## src/hw/rbp_pkg.sv

```systemverilog
// Purpose: constants for the roi and binning text command parser
// Assumes: 40 MHz clock, ascii command bytes from a serial receiver
// Notes: commands end in carriage return; replies end in carriage return
//
// Overview of operation
// - help returns one text string naming every supported command.
// - sox n stores roi start x and replies OK; gox returns it.
// - soy n stores roi start y and replies OK; goy returns it.
// - siw n sets roi width and replies OK; giw returns it.
// - sih n sets roi height and replies OK; gih returns it.
// - srs n selects which region later region commands use; grs returns it.
// - src takes only 0 or 1, disabling or enabling selected region.
// - srx n sets selected region horizontal offset; grx returns it.
// - sry n sets selected region vertical offset; gry returns it.
// - srw n sets selected region width; grw returns it.
// - srh n sets selected region height; grh returns it.
// - binning engine select accepts only 0 (sensor); reads back 0.
// - vertical binning mode accepts only 0, meaning sum.
// - horizontal binning mode follows vertical mode; reads 0.
// - horizontal binning factor follows vertical factor; reads 1 or 2.
// - vertical binning takes 1 or 2; 2 only on mono variant.
package rbp_pkg;

   // ----------------------------------------
   // widths and sizes
   // ----------------------------------------
   localparam int VAL_W = 16;
   localparam int NUM_RGN = 8;
   localparam int RGN_W = 3;
   localparam int ENT_W = 65;
   localparam int MAX_CH = 5;

   // ----------------------------------------
   // reset values
   // ----------------------------------------
   localparam logic [15:0] SENSOR_W = 16'h0990;
   localparam logic [15:0] SENSOR_H = 16'h0800;
   localparam logic [ENT_W-1:0] ENT_RST = {1'b0, 16'h0000, 16'h0000, SENSOR_W, SENSOR_H};
   localparam logic [1:0] BIN_RST = 2'h1;
   localparam logic [31:0] CTRL_RST = 32'h0000_0003;

   // ----------------------------------------
   // region entry field positions
   // ----------------------------------------
   localparam int E_EN = 64;
   localparam int E_OX = 48;
   localparam int E_OY = 32;
   localparam int E_W = 16;
   localparam int E_H = 0;

   // ----------------------------------------
   // apb map
   // ----------------------------------------
   localparam logic [7:0] A_CTRL = 8'h00;
   localparam logic [7:0] A_STAT = 8'h04;
   localparam logic [7:0] A_ROI_XY = 8'h08;
   localparam logic [7:0] A_ROI_WH = 8'h0C;
   localparam logic [7:0] A_BIN = 8'h10;
   localparam int C_EN = 0;
   localparam int C_MONO = 1;

   // ----------------------------------------
   // characters and command bodies
   // ----------------------------------------
   localparam logic [7:0] CH_S = 8'h73;
   localparam logic [7:0] CH_G = 8'h67;
   localparam logic [7:0] CH_H = 8'h68;
   localparam logic [7:0] CH_CR = 8'h0D;
   localparam logic [7:0] CH_LF = 8'h0A;
   localparam logic [7:0] CH_SP = 8'h20;
   localparam logic [7:0] CH_0 = 8'h30;
   localparam logic [7:0] CH_9 = 8'h39;
   localparam logic [7:0] CH_A = 8'h61;
   localparam logic [7:0] CH_Z = 8'h7A;
   localparam logic [23:0] B_OX = 24'h006F78;
   localparam logic [23:0] B_OY = 24'h006F79;
   localparam logic [23:0] B_IW = 24'h006977;
   localparam logic [23:0] B_IH = 24'h006968;
   localparam logic [23:0] B_RS = 24'h007273;
   localparam logic [23:0] B_RC = 24'h007263;
   localparam logic [23:0] B_RX = 24'h007278;
   localparam logic [23:0] B_RY = 24'h007279;
   localparam logic [23:0] B_RW = 24'h007277;
   localparam logic [23:0] B_RH = 24'h007268;
   localparam logic [23:0] B_BNS = 24'h626E73;
   localparam logic [23:0] B_BHM = 24'h62686D;
   localparam logic [23:0] B_BH = 24'h006268;
   localparam logic [23:0] B_BVM = 24'h62766D;
   localparam logic [23:0] B_BV = 24'h006276;
   localparam logic [23:0] B_ELP = 24'h656C70;

   // ----------------------------------------
   // reply texts
   // ----------------------------------------
   localparam int OK_LEN = 3;
   localparam logic [8*OK_LEN-1:0] OK_TXT = 24'h4F4B0D;
   localparam int ERR_LEN = 4;
   localparam logic [8*ERR_LEN-1:0] ERR_TXT = 32'h4552520D;
   localparam int HELP_LEN = 131;
   localparam logic [8*HELP_LEN-1:0] HELP_TXT =
      {"help sox gox soy goy siw giw sih gih srs grs src grc srx grx sry gry ",
       "srw grw srh grh sbns gbns sbhm gbhm sbh gbh sbvm gbvm sbv gbv", 8'h0D};
   localparam logic [1:0] TX_OK = 2'h0;
   localparam logic [1:0] TX_ERR = 2'h1;
   localparam logic [1:0] TX_HELP = 2'h2;
   localparam logic [2:0] LAST_POW = 3'h4;

   typedef enum logic [2:0] {ST_RECV, ST_EXEC, ST_TXT, ST_NUM, ST_END} rbp_state_t;

   function automatic logic [15:0] rbp_pow10(input logic [2:0] idx);
      case (idx)
         3'h0: rbp_pow10 = 16'h2710;
         3'h1: rbp_pow10 = 16'h03E8;
         3'h2: rbp_pow10 = 16'h0064;
         3'h3: rbp_pow10 = 16'h000A;
         default: rbp_pow10 = 16'h0001;
      endcase
   endfunction

endpackage

```

## src/hw/rbp_rgn_mem.sv

```systemverilog
// Purpose: per-region geometry store with registered read data
// Assumes: one write port, one read port, same clock
// Notes: every entry resets to a disabled full-size region
`timescale 1ns/1ps
module rbp_rgn_mem
   import rbp_pkg::*;
(
   // clock and reset
   input wire logic clk,
   input wire logic rst_n,
   // write port
   input wire logic wr_en,
   input wire logic [rbp_pkg::RGN_W-1:0] wr_addr,
   input wire logic [rbp_pkg::ENT_W-1:0] wr_data,
   // read port
   input wire logic [rbp_pkg::RGN_W-1:0] rd_addr,
   output logic [rbp_pkg::ENT_W-1:0] rd_data_ff
);
   logic [ENT_W-1:0] ent_ff [NUM_RGN];

   genvar gi;
   generate
      for (gi = 0; gi < NUM_RGN; gi++) begin : g_ent
         always_ff @(posedge clk or negedge rst_n) begin
            if (!rst_n) begin
               ent_ff[gi] <= ENT_RST;
            end else if (wr_en && (wr_addr == RGN_W'(gi))) begin
               ent_ff[gi] <= wr_data;
            end
         end
      end
   endgenerate

   always_ff @(posedge clk or negedge rst_n) begin
      if (!rst_n) begin
         rd_data_ff <= ENT_RST;
      end else begin
         rd_data_ff <= ent_ff[rd_addr];
      end
   end
endmodule

```

## src/hw/rbp_top.sv

```systemverilog
// Purpose: ascii set/get interpreter for roi, multi-region and binning
// Assumes: rx bytes come from same-clock serial logic as one-cycle strobes
// Notes: bytes arriving while a reply is in progress are dropped
`timescale 1ns/1ps
module rbp_top
   import rbp_pkg::*;
(
   // clock and reset
   input wire logic clk,
   input wire logic rst_n,
   // apb slave
   input wire logic psel,
   input wire logic penable,
   input wire logic pwrite,
   input wire logic [7:0] paddr,
   input wire logic [31:0] pwdata,
   output logic [31:0] prdata,
   output logic pready,
   output logic pslverr,
   // command bytes in
   input wire logic [7:0] rx_data,
   input wire logic rx_valid,
   // reply bytes out
   output logic [7:0] tx_data,
   output logic tx_valid,
   input wire logic tx_ready,
   // settings to the image path
   output logic [15:0] roi_off_x,
   output logic [15:0] roi_off_y,
   output logic [15:0] roi_width,
   output logic [15:0] roi_height,
   output logic [rbp_pkg::NUM_RGN-1:0] rgn_en_mask,
   output logic [1:0] bin_vert,
   output logic [1:0] bin_horz
);
   import rbp_pkg::*;

   // ----------------------------------------
   // state
   // ----------------------------------------
   rbp_state_t st_ff;
   logic [7:0] first_ff;
   logic [23:0] body_ff;
   logic [2:0] nch_ff;
   logic arg_ff, has_arg_ff, bad_ff;
   logic [15:0] acc_ff;
   logic [15:0] ox_ff, oy_ff, w_ff, h_ff;
   logic [RGN_W-1:0] sel_ff;
   logic [1:0] binv_ff;
   logic [NUM_RGN-1:0] en_mask_ff;
   logic [7:0] tx_data_ff;
   logic tx_valid_ff;
   logic [1:0] txt_sel_ff;
   logic [7:0] txt_idx_ff;
   logic [15:0] num_ff;
   logic [2:0] pow_ff;
   logic [3:0] dig_ff;
   logic started_ff;
   logic last_err_ff;
   logic [31:0] ctrl_ff, prdata_ff;
   logic pready_ff, pslverr_ff;
   logic [ENT_W-1:0] ent_rd;

   // ----------------------------------------
   // receive decode
   // ----------------------------------------
   wire parse_en = ctrl_ff[C_EN];
   wire mono = ctrl_ff[C_MONO];
   wire take = rx_valid && parse_en && (st_ff == ST_RECV);
   wire is_digit = (rx_data >= CH_0) && (rx_data <= CH_9);
   wire is_alpha = (rx_data >= CH_A) && (rx_data <= CH_Z);
   wire [20:0] acc_mul = ({5'h00, acc_ff} << 3) + ({5'h00, acc_ff} << 1)
                         + {17'h00000, rx_data[3:0]};
   wire acc_ovf = |acc_mul[20:16];
   wire is_set = (first_ff == CH_S);
   wire is_get = (first_ff == CH_G);
   wire is_help = (first_ff == CH_H) && (body_ff == B_ELP);
   wire [15:0] arg = acc_ff;
   wire tx_free = !tx_valid_ff || tx_ready;
   wire [15:0] pow_val = rbp_pow10(pow_ff);

   // ----------------------------------------
   // command decode
   // ----------------------------------------
   logic known, rng_ok, wr_img, wr_rgn;
   logic [15:0] get_val;
   logic [ENT_W-1:0] ent_new;
   always_comb begin
      known = 1'b1;
      rng_ok = 1'b1;
      wr_img = 1'b0;
      wr_rgn = 1'b0;
      get_val = 16'h0000;
      ent_new = ent_rd;
      case (body_ff)
         B_OX: begin get_val = ox_ff; wr_img = 1'b1; end
         B_OY: begin get_val = oy_ff; wr_img = 1'b1; end
         B_IW: begin get_val = w_ff; wr_img = 1'b1; end
         B_IH: begin get_val = h_ff; wr_img = 1'b1; end
         B_RS: begin
            get_val = {13'h0000, sel_ff};
            rng_ok = (arg < 16'(NUM_RGN));
         end
         B_RC: begin
            get_val = {15'h0000, ent_rd[E_EN]};
            rng_ok = (arg <= 16'h0001);
            ent_new[E_EN] = arg[0];
            wr_rgn = 1'b1;
         end
         B_RX: begin
            get_val = ent_rd[E_OX +: 16];
            ent_new[E_OX +: 16] = arg;
            wr_rgn = 1'b1;
         end
         B_RY: begin
            get_val = ent_rd[E_OY +: 16];
            ent_new[E_OY +: 16] = arg;
            wr_rgn = 1'b1;
         end
         B_RW: begin
            get_val = ent_rd[E_W +: 16];
            ent_new[E_W +: 16] = arg;
            wr_rgn = 1'b1;
         end
         B_RH: begin
            get_val = ent_rd[E_H +: 16];
            ent_new[E_H +: 16] = arg;
            wr_rgn = 1'b1;
         end
         B_BNS: rng_ok = (arg == 16'h0000);
         B_BVM: rng_ok = (arg == 16'h0000);
         B_BHM: rng_ok = (arg == 16'h0000);
         B_BH: begin
            get_val = {14'h0000, binv_ff};
            rng_ok = (arg == {14'h0000, binv_ff});
         end
         B_BV: begin
            get_val = {14'h0000, binv_ff};
            rng_ok = (arg == 16'h0001) || (mono && (arg == 16'h0002));
         end
         default: known = 1'b0;
      endcase
   end

   wire set_err = is_set && (!has_arg_ff || !rng_ok);
   wire get_err = is_get && has_arg_ff;
   wire cmd_err = bad_ff || (!is_help && (!known || !(is_set || is_get)))
                  || set_err || get_err || (is_help && has_arg_ff);
   wire do_set = (st_ff == ST_EXEC) && !cmd_err && is_set;
   wire rgn_we = do_set && wr_rgn;

   rbp_rgn_mem u_mem (
      .clk(clk),
      .rst_n(rst_n),
      .wr_en(rgn_we),
      .wr_addr(sel_ff),
      .wr_data(ent_new),
      .rd_addr(sel_ff),
      .rd_data_ff(ent_rd)
   );

   // ----------------------------------------
   // reply character selection
   // ----------------------------------------
   wire [7:0] txt_len = (txt_sel_ff == TX_OK) ? 8'(OK_LEN) :
                        (txt_sel_ff == TX_ERR) ? 8'(ERR_LEN) : 8'(HELP_LEN);
   wire [7:0] ok_ch = OK_TXT[8*(OK_LEN-1-int'(txt_idx_ff[1:0])) +: 8];
   wire [7:0] err_ch = ERR_TXT[8*(ERR_LEN-1-int'(txt_idx_ff[1:0])) +: 8];
   wire [7:0] help_ch = HELP_TXT[8*(HELP_LEN-1-int'(txt_idx_ff)) +: 8];
   wire [7:0] txt_ch = (txt_sel_ff == TX_OK) ? ok_ch :
                       (txt_sel_ff == TX_ERR) ? err_ch : help_ch;
   wire num_sub = (st_ff == ST_NUM) && (num_ff >= pow_val);
   wire num_emit = (st_ff == ST_NUM) && !num_sub && tx_free
                   && ((dig_ff != 4'h0) || started_ff || (pow_ff == LAST_POW));

   // ----------------------------------------
   // parser and reply sequencer
   // ----------------------------------------
   always_ff @(posedge clk or negedge rst_n) begin
      if (!rst_n) begin
         st_ff <= ST_RECV;
         first_ff <= 8'h00;
         body_ff <= 24'h000000;
         nch_ff <= 3'h0;
         arg_ff <= 1'b0;
         has_arg_ff <= 1'b0;
         bad_ff <= 1'b0;
         acc_ff <= 16'h0000;
         txt_sel_ff <= TX_OK;
         txt_idx_ff <= 8'h00;
         num_ff <= 16'h0000;
         pow_ff <= 3'h0;
         dig_ff <= 4'h0;
         started_ff <= 1'b0;
         last_err_ff <= 1'b0;
      end else begin
         case (st_ff)
            ST_RECV: begin
               if (take) begin
                  if (rx_data == CH_CR) begin
                     st_ff <= ST_EXEC;
                  end else if (rx_data == CH_LF) begin
                     nch_ff <= nch_ff;
                  end else if (rx_data == CH_SP) begin
                     if (nch_ff == 3'h0 || arg_ff) begin
                        bad_ff <= bad_ff | has_arg_ff;
                     end
                     arg_ff <= (nch_ff != 3'h0);
                  end else if (arg_ff && is_digit) begin
                     acc_ff <= acc_mul[15:0];
                     has_arg_ff <= 1'b1;
                     bad_ff <= bad_ff | acc_ovf;
                  end else if (!arg_ff && is_alpha && nch_ff < 3'(MAX_CH)) begin
                     if (nch_ff == 3'h0) begin
                        first_ff <= rx_data;
                     end else begin
                        body_ff <= {body_ff[15:0], rx_data};
                     end
                     nch_ff <= nch_ff + 3'h1;
                     bad_ff <= bad_ff | (nch_ff == 3'(MAX_CH - 1));
                  end else begin
                     bad_ff <= 1'b1;
                  end
               end
            end
            ST_EXEC: begin
               last_err_ff <= cmd_err;
               txt_idx_ff <= 8'h00;
               num_ff <= get_val;
               pow_ff <= 3'h0;
               dig_ff <= 4'h0;
               started_ff <= 1'b0;
               if (cmd_err) begin
                  txt_sel_ff <= TX_ERR;
                  st_ff <= ST_TXT;
               end else if (is_help) begin
                  txt_sel_ff <= TX_HELP;
                  st_ff <= ST_TXT;
               end else if (is_set) begin
                  txt_sel_ff <= TX_OK;
                  st_ff <= ST_TXT;
               end else begin
                  st_ff <= ST_NUM;
               end
            end
            ST_TXT: begin
               if (tx_free) begin
                  txt_idx_ff <= txt_idx_ff + 8'h01;
                  if (txt_idx_ff == txt_len - 8'h01) begin
                     st_ff <= ST_RECV;
                  end
               end
            end
            ST_NUM: begin
               if (num_sub) begin
                  num_ff <= num_ff - pow_val;
                  dig_ff <= dig_ff + 4'h1;
               end else if (tx_free) begin
                  started_ff <= started_ff | num_emit;
                  dig_ff <= 4'h0;
                  pow_ff <= pow_ff + 3'h1;
                  if (pow_ff == LAST_POW) begin
                     st_ff <= ST_END;
                  end
               end
            end
            ST_END: begin
               if (tx_free) begin
                  st_ff <= ST_RECV;
               end
            end
            default: st_ff <= ST_RECV;
         endcase
         if (st_ff == ST_EXEC) begin
            first_ff <= 8'h00;
            body_ff <= 24'h000000;
            nch_ff <= 3'h0;
            arg_ff <= 1'b0;
            has_arg_ff <= 1'b0;
            bad_ff <= 1'b0;
            acc_ff <= 16'h0000;
         end
      end
   end

   // ----------------------------------------
   // reply byte register
   // ----------------------------------------
   wire load_txt = (st_ff == ST_TXT) && tx_free;
   wire load_end = (st_ff == ST_END) && tx_free;
   always_ff @(posedge clk or negedge rst_n) begin
      if (!rst_n) begin
         tx_valid_ff <= 1'b0;
         tx_data_ff <= 8'h00;
      end else if (load_txt || num_emit || load_end) begin
         tx_valid_ff <= 1'b1;
         tx_data_ff <= load_txt ? txt_ch : (load_end ? CH_CR : (CH_0 + {4'h0, dig_ff}));
      end else if (tx_ready) begin
         tx_valid_ff <= 1'b0;
      end
   end

   // ----------------------------------------
   // stored settings
   // ----------------------------------------
   always_ff @(posedge clk or negedge rst_n) begin
      if (!rst_n) begin
         ox_ff <= 16'h0000;
         oy_ff <= 16'h0000;
         w_ff <= SENSOR_W;
         h_ff <= SENSOR_H;
         sel_ff <= '0;
         binv_ff <= BIN_RST;
         en_mask_ff <= '0;
      end else if (do_set) begin
         if (body_ff == B_OX) ox_ff <= arg;
         if (body_ff == B_OY) oy_ff <= arg;
         if (body_ff == B_IW) w_ff <= arg;
         if (body_ff == B_IH) h_ff <= arg;
         if (body_ff == B_RS) sel_ff <= arg[RGN_W-1:0];
         if (body_ff == B_RC) en_mask_ff[sel_ff] <= arg[0];
         if (body_ff == B_BV) binv_ff <= arg[1:0];
      end
   end

   // ----------------------------------------
   // apb slave
   // ----------------------------------------
   wire apb_setup = psel && !penable;
   wire apb_wr = psel && penable && pwrite && pready_ff;
   wire a_ok = (paddr == A_CTRL) || (paddr == A_STAT) || (paddr == A_ROI_XY)
               || (paddr == A_ROI_WH) || (paddr == A_BIN);
   wire [31:0] rd_mux =
      (paddr == A_CTRL) ? ctrl_ff :
      (paddr == A_STAT) ? {30'h00000000, last_err_ff, st_ff != ST_RECV} :
      (paddr == A_ROI_XY) ? {oy_ff, ox_ff} :
      (paddr == A_ROI_WH) ? {h_ff, w_ff} :
      (paddr == A_BIN) ? {16'h0000, en_mask_ff, 1'b0, sel_ff, binv_ff, binv_ff} :
      32'h00000000;
   always_ff @(posedge clk or negedge rst_n) begin
      if (!rst_n) begin
         ctrl_ff <= CTRL_RST;
         prdata_ff <= 32'h00000000;
         pready_ff <= 1'b0;
         pslverr_ff <= 1'b0;
      end else begin
         pready_ff <= apb_setup;
         pslverr_ff <= apb_setup && !a_ok;
         prdata_ff <= (apb_setup && !pwrite) ? rd_mux : 32'h00000000;
         if (apb_wr && paddr == A_CTRL) ctrl_ff <= {30'h00000000, pwdata[1:0]};
      end
   end

   // ----------------------------------------
   // outputs
   // ----------------------------------------
   assign prdata = prdata_ff;
   assign pready = pready_ff;
   assign pslverr = pslverr_ff;
   assign tx_data = tx_data_ff;
   assign tx_valid = tx_valid_ff;
   assign roi_off_x = ox_ff;
   assign roi_off_y = oy_ff;
   assign roi_width = w_ff;
   assign roi_height = h_ff;
   assign rgn_en_mask = en_mask_ff;
   assign bin_vert = binv_ff;
   assign bin_horz = binv_ff;
endmodule

```

## config.mk

```make
export PLATFORM = sky130hd
export DESIGN_NAME = rbp_top
export DESIGN_NICKNAME = d
export VERILOG_FILES = /design/src/hw/rbp_pkg.sv /design/src/hw/rbp_rgn_mem.sv /design/src/hw/rbp_top.sv
export SDC_FILE = /design/constraint.sdc
export NUM_CORES = 2
export LEC_CHECK = 0
export BUFFER_PORTS_ARGS = -buffer_cell sky130_fd_sc_hd__buf_2
export CAP_MARGIN = 20
export CORE_UTILIZATION = 65
export CTS_CLUSTER_DIAMETER = 100
export DETAILED_ROUTE_END_ITERATION = 8
export GPL_TIMING_DRIVEN = 0
export PLACE_DENSITY = 0.83
export REMOVE_ABC_BUFFERS = 1
export SLEW_MARGIN = 20
export SYNTH_ARGS = -nofsm -noshare
export SYNTH_HDL_FRONTEND = slang
export SYNTH_SLANG_ARGS = --single-unit
```

## constraint.sdc

```tcl
create_clock -name clk -period 8.1 [get_ports clk]
set_input_delay 0.81 -clock clk [delete_from_list [all_inputs] [get_ports clk]]
set_output_delay 0.81 -clock clk [all_outputs]
set_load 0.03 [all_outputs]
```

Word level (Yosys, flattened, before mapping)
Cells that the tools add are included.
{"block": "op_classes", "addsub": 12, "reduce_logical": 112, "magnitude_cmp": 11, "bitwise": 5, "shifts": 3, "n_mux": 113, "n_eq_ne": 63}
{"operator": "$shiftx A1048 B12 Y8 const A", "n": 1}
{"operator": "$eq A24 B15 Y1 const B", "n": 12}
{"operator": "$mux W24", "n": 9}
{"operator": "$mux W16", "n": 13}
{"operator": "$bmux W65 S3", "n": 1}
{"operator": "$pmux W16 S11", "n": 1}
{"operator": "$mux W32", "n": 5}
{"operator": "$mux W65", "n": 2}
{"operator": "$mux W8", "n": 15}
{"operator": "$eq A24 B23 Y1 const B", "n": 4}
{"operator": "$pmux W14 S4", "n": 1}
{"operator": "$mux W3", "n": 18}
{"operator": "$logic_and A1 B1 Y1", "n": 38}
{"operator": "$mux W1", "n": 33}
{"operator": "$eq A8 B4 Y1 const B", "n": 4}
{"operator": "$pmux W16 S2", "n": 1}
{"operator": "$shiftx A32 B6 Y8 const A", "n": 1}
{"operator": "$eq A8 B7 Y1 const B", "n": 3}
{"operator": "$reduce_and A8 Y1", "n": 3}
{"operator": "$shiftx A24 B6 Y8 const A", "n": 1}
{"operator": "$reduce_and A2 Y1", "n": 11}
{"operator": "$add A20 B4 Y21", "n": 1}
{"operator": "$eq A3 B3 Y1 const B", "n": 7}
{"operator": "$add A19 B17 Y20", "n": 1}
{"operator": "other kinds (63)", "n": 133}
{"block": "totals", "in_bits": 55, "register_bits": 799, "out_inout_bits": 119}

Logic depth before layout (Yosys ltp)
{"block": "logic_depth", "ltp_word": 15, "depth_mapped": 13}

Modules after synthesis
Synthesis repeated with hierarchy kept, for this count alone.
{"block": "unflattened", "cells_unflattened": 2946, "hier_area_um2": 39250.1}
{"mod": "rbp_rgn_mem", "instances": 1, "seq_area_each_um2": 14695.3, "area_each_um2": 24798.8, "cells_each": 1400}
{"mod": "rbp_top", "instances": 1, "seq_area_each_um2": 5340.1, "area_each_um2": 14451.4, "cells_each": 1546}

Worst setup path before layout
Ideal clock, no wire load.
{"block": "synth_path", "path_type": "input to register", "from": "input rx_data[3]", "to": "register bad_ff", "path_stages": 12, "t_arrival_ps": 3394, "setup_slack_ps": 4602, "setup_time_ps": 104, "n_path_buf": 0, "t_required_ps": 7996, "path_cell_list": "inv_1 > fa_1 > inv_1 > fa_1 > a211oi_1 > o21ai_0 > a31oi_1 > o21ai_0 > nand2_1 > nor3_1 > o31a_1 > a221oi_1"}
{"block": "synth_between", "elab_chain_cells": 12, "word_cells_on_any_way": 27}
{"item": "from (decl)", "line": "rbp_top.sv:21", "rtl": "input wire logic [7:0] rx_data,"}
{"item": "branches (longest 12 deep; another with $add A20 B4 Y21)"}
{"item": "to (signal assigned)", "line": "rbp_top.sv:206", "rtl": "bad_ff <= bad_ff | has_arg_ff;"}
{"item": "to (signal assigned)", "line": "rbp_top.sv:212", "rtl": "bad_ff <= bad_ff | acc_ovf;"}
{"item": "to (signal assigned)", "line": "rbp_top.sv:220", "rtl": "bad_ff <= bad_ff | (nch_ff == 3'(MAX_CH - 1));"}
{"item": "to (decl)", "line": "rbp_top.sv:45", "rtl": "logic arg_ff, has_arg_ff, bad_ff;"}
Parallel ways; which one is timed is not known. The select of a mux whose other input is x is not followed.
A chain may end at the register's enable or synchronous reset.

Worst setup path in the final report
{"block": "layout_path", "from": "register body_ff[1]", "to": "register u_mem.ent_ff[426] (netlist bit)"}
{"block": "layout_between", "elab_chain_cells": 15, "word_cells_on_any_way": 41}
{"item": "from (decl)", "line": "rbp_top.sv:43", "rtl": "logic [23:0] body_ff;"}
{"item": "from (signal assigned)", "line": "rbp_top.sv:217", "rtl": "body_ff <= {body_ff[15:0], rx_data};"}
{"item": "$eq A24 B15 Y1 (tied with other cells)"}
{"item": "$reduce_or A15 Y1 (no line)"}
{"item": "$mux W1", "line": "rbp_top.sv:95", "rtl": "case (body_ff)"}
{"item": "$logic_not A1 Y1", "line": "rbp_top.sv:147", "rtl": "wire cmd_err = bad_ff || (!is_help && (!known || !(is_set || is_get)))"}
{"item": "$logic_or A1 B1 Y1", "line": "rbp_top.sv:147"}
{"item": "$logic_and A1 B1 Y1", "line": "rbp_top.sv:147"}
{"item": "$logic_or A1 B1 Y1", "line": "rbp_top.sv:147"}
{"item": "$logic_or A1 B1 Y1 (3 in a row)", "line": "rbp_top.sv:148", "rtl": "|| set_err || get_err || (is_help && has_arg_ff);"}
{"item": "$logic_not A1 Y1", "line": "rbp_top.sv:149", "rtl": "wire do_set = (st_ff == ST_EXEC) && !cmd_err && is_set;"}
{"item": "$logic_and A1 B1 Y1 (2 in a row)", "line": "rbp_top.sv:149"}
{"item": "$logic_and A1 B1 Y1", "line": "rbp_top.sv:150", "rtl": "wire rgn_we = do_set && wr_rgn;"}
{"item": "$logic_and A1 B1 Y1", "line": "rbp_rgn_mem.sv:27", "rtl": "end else if (wr_en && (wr_addr == RGN_W'(gi))) begin"}
{"item": "to (signal, indexed assignment)", "line": "rbp_rgn_mem.sv:28", "rtl": "ent_ff[gi] <= wr_data;"}
{"item": "to (decl)", "line": "rbp_rgn_mem.sv:19", "rtl": "logic [ENT_W-1:0] ent_ff [NUM_RGN];"}
Several ways; a longest one is shown, not always the timed one.

==> impl_metrics.py <==
metrics = {
    "placement": {
        "preCtsSetupSlack_ps": 2020,
        "place_congestion": 0.918,
        "numPortBuffers": 142,
        "dp.cells": 3899,
        "dp_hpwl_um": 77000,
    },
    "global_routing": {
        "grt_max_degree": 110,
        "grt_pass1_vias": 29700,
        "grtUsageTotal": 0.381,
        "overflow": 0,
        "antenna_found_initial": 3,
        "grt_pass1_wl_um": 180000,
    },
    "routing": {
        "drtIter0Drc": 2668,
        "remaining_drc_errors": 0,
        "drtAntennaViolNets": 0,
        "vias": 28300,
        "via_per_inst": 6.99,
        "wl_um": 116000,
        "drt_first_pass_iters": 7,
        "wl_per_cell_um": 28.6,
    },
    "synth": {
        "synth_edf_count": 0,
        "synth_ff_type": "dfrtp_1",
        "yosysWarningCount": 0,
        "synth_area_mm2": 0.0396,
        "synthCells": 3036,
        "ys_seq_elements": 798,
        "synthArstFlopShare": 1.00,
        "avgSynthCellArea_um2": 13.0,
        "yosysSeqAreaShare": 0.506,
        "synth_cell_type_count": 93,
    },
    "cells_and_area": {
        "nets": 3316,
        "drive_gt1_frac": 0.380,
        "area_growth_pct": 13.7,
        "fin_util": 0.747,
        "fillCellCount": 3458,
        "antennaDiodeCount": 0,
        "fin_cells": 4055,
    },
    "die": {
        "die_y_um": 249,
        "start_util": 0.657,
        "die_x_um": 249,
        "coreArea_mm2": 0.0602,
        "num_io_pins": 174,
        "die_area_mm2": 0.0619,
        "row_count": 90,
    },
    "critical_path": {
        "crit_top_cell": "buf_2",
        "critPathLaunchType": "flop",
        "cp_slowest_cell": "nor3_4",
        "required_ps": 8630,
        "cp-endpoint": "u_mem.ent_ff[426]",
        "criticalPathCategory": "reg -> reg",
        "crit_path_start": "body_ff[1]",
        "r2r_end": "u_mem.ent_ff[426]",
        "critPathTopFamily": "simple AND/OR/NAND/NOR gates",
        "critPathBufInv": 8,
        "crit_chain": "nor2_1, nand3_1, nor3_4, buf_8, nor4_1, nand4_1, o211ai_4, buf_16, nor4_2, buf_4, buf_2, buf_2, buf_2, buf_4, buf_2, mux2_2",
        "regToRegStartpoint": "body_ff[1]",
        "cp.arrival_ps": 6800,
        "critical_path.max_fanout": 14,
        "slowest_delay_ps": 740,
        "worstSetupEndpointType": "flop",
        "reg2regPathDepth": 16,
        "crit_cells": 16,
        "r2r_slack_ps": 1830,
    },
    "power_and_ir_drop": {
        "p_total_mw": 10.7,
        "max-vdd-ir-drop_mv": 0.240,
        "powerDensity_mw_per_mm2": 237,
        "p_leak_nw": 21.4,
    },
    "clock_tree": {
        "clk_pin_slew_ps": 60,
        "clkLatencyLatePin_ps": 650,
        "ctsLongestPathBuffers": 3,
        "cts_buffers": 83,
        "cts_tree": "built",
        "cts_resized": 0,
        "htreeDepth": 3,
        "root_buffer": "clkbuf_16",
        "post-cts-setup-buffers": 0,
        "cts_hold_buf": 0,
        "clkSinkCount": 798,
    },
    "sta": {
        "timing_hold_violations_final": 0,
        "layout_min_cycle_time_ps": 6270,
        "skew_ps": 30.5,
        "slew_viol_final": 0,
        "finalSetupViolCount": 0,
        "final.period_utilization": 0.774,
        "tightest_slew_ps": 1180,
        "relSlewSlack": 0.211,
        "tns_ps": 0,
        "fin_ws_ps": 1830,
        "rsz0062_at_grt": "no",
        "fmax_mhz": 159,
    },
    "flow_run": {
        "drv_cap": 0,
    },
    "outcome": {
        "status": "finished clean",
    },
    "hold_path": {
        "hold_path_class": "in -> async",
    },
}
[final cells by class]
| class | count | area (um2) | share of cell area |
|---|---|---|---|
| clock inverters | 27 | 349 | 0.00775 |
| clock buffers | 129 | 2490 | 0.0553 |
| well taps | 782 | 978 | 0.0217 |
| inverters | 37 | 139 | 0.00308 |
| multi-input cells | 1990 | 18500 | 0.412 |
| repair buffers | 292 | 2470 | 0.0549 |
| flip-flops and latches | 798 | 20000 | 0.445 |
[cells in the mapped netlist, types with 9 or more instances]
library cell | instances | area share
and3_1 | 11 | 0.0017
a22o_1 | 21 | 0.0046
o21a_1 | 9 | 0.0017
buf_1 | 29 | 0.0027
nand2_1 | 180 | 0.017
nor2b_1 | 14 | 0.0022
nand2b_1 | 11 | 0.0017
nor3_1 | 39 | 0.0049
a22oi_1 | 87 | 0.016
inv_1 | 35 | 0.0033
a211oi_1 | 31 | 0.0059
a21oi_1 | 71 | 0.0090
clkbuf_1 | 102 | 0.0097
a21o_1 | 12 | 0.0023
o21ai_0 | 102 | 0.013
mux2_2 | 569 | 0.16
mux2_1 | 146 | 0.042
o31ai_1 | 14 | 0.0027
dfrtp_1 | 745 | 0.47
nor2_1 | 134 | 0.013
nand3_1 | 31 | 0.0039
mux2i_1 | 16 | 0.0040
mux4_2 | 131 | 0.075
nor4_1 | 33 | 0.0052
a31oi_1 | 15 | 0.0024
nand4_1 | 40 | 0.0063
buf_4 | 53 | 0.010
dfstp_2 | 53 | 0.035
and2_1 | 9 | 0.0014
ha_1 | 56 | 0.018
buf_2 | 20 | 0.0025
xor2_1 | 22 | 0.0049
xnor2_1 | 21 | 0.0046
[worst min-delay path by stage]
stage	startpoint	endpoint	slack (ps)	cells past startpoint
after floorplan	first_ff[6]	first_ff[6]	440	1
after global placement	first_ff[6]	first_ff[6]	450	1
after detailed placement	first_ff[6]	first_ff[6]	470	1
after CTS	rst_n	prdata[2]	190	1
after global routing	rst_n	prdata[2]	230	1
final	rst_n	prdata[2]	150	1
[placed cells by master (no fill, tap or decap), types with 19 or more instances in the layout]
cell type,count
dfstp_2,53
a22oi_1,87
nand3_1,29
nor2_1,132
a21oi_1,70
mux2_2,569
buf_8,28
nand2_1,179
nor4_1,26
buf_2,178
o21ai_0,102
dfrtp_1,741
clkbuf_1,23
a22o_1,21
clkbuf_16,84
clkbuf_8,22
buf_16,19
ha_1,56
xor2_1,21
nand4_1,40
mux2_1,146
inv_1,35
nor3_1,34
xnor2_1,20
a211oi_1,31
mux4_2,131
buf_4,45
[logic make-up (layout without fill, tap and decap cells)]
group                    after synthesis  in the layout  synth area share
multiplexers                         862            862             0.282
buffers and inverters                248            485            0.0303
AND/OR/NAND/NOR                      576            576            0.0756
AO/OA/AOI/OAI                        448            448            0.0770
other                                  1              1         0.0000947
adder cells (fa/ha/maj)               60             60            0.0195
XOR/XNOR                              43             43           0.00951
flip-flops                           798            798             0.506
[metrics by stage]
step	hold WS, ps	instance area [um2]
6_report	151	45000
5_1_grt	232	45000
4_1_cts	188	45000
3_5_place_dp	467	42200
3_3_place_gp	452	40200
2_1_floorplan	442	38500
[report_power, final]
part	switching (mW)	total [mW]	internal [mW]
combinational	1.50	2.29	0.794
clock	1.66	3.96	2.30
sequential	0.281	4.40	4.12
[metal layers]
layer,vias up,part of all wire,global-route usage
li1,11700,-,-
met1,14500,0.38,0.496
met3,446,0.099,0.0917
met5,-,0.00023,0
met2,1736,0.46,0.592
met4,4,0.060,0.214
[state kept, by name, indices dropped and copies added, names as in the netlist, 4 cells and up]
name / cells
dig_ff: 4
roi_width: 16
u_mem.ent_ff: 520
first_ff: 8
roi_height: 16
tx_data: 7
roi_off_y: 16
num_ff: 16
prdata: 32
u_mem.rd_data_ff: 65
roi_off_x: 16
acc_ff: 16
txt_idx_ff: 8
body_ff: 24
rgn_en_mask: 8
Note: power is estimated with default switching activity, not from simulation.
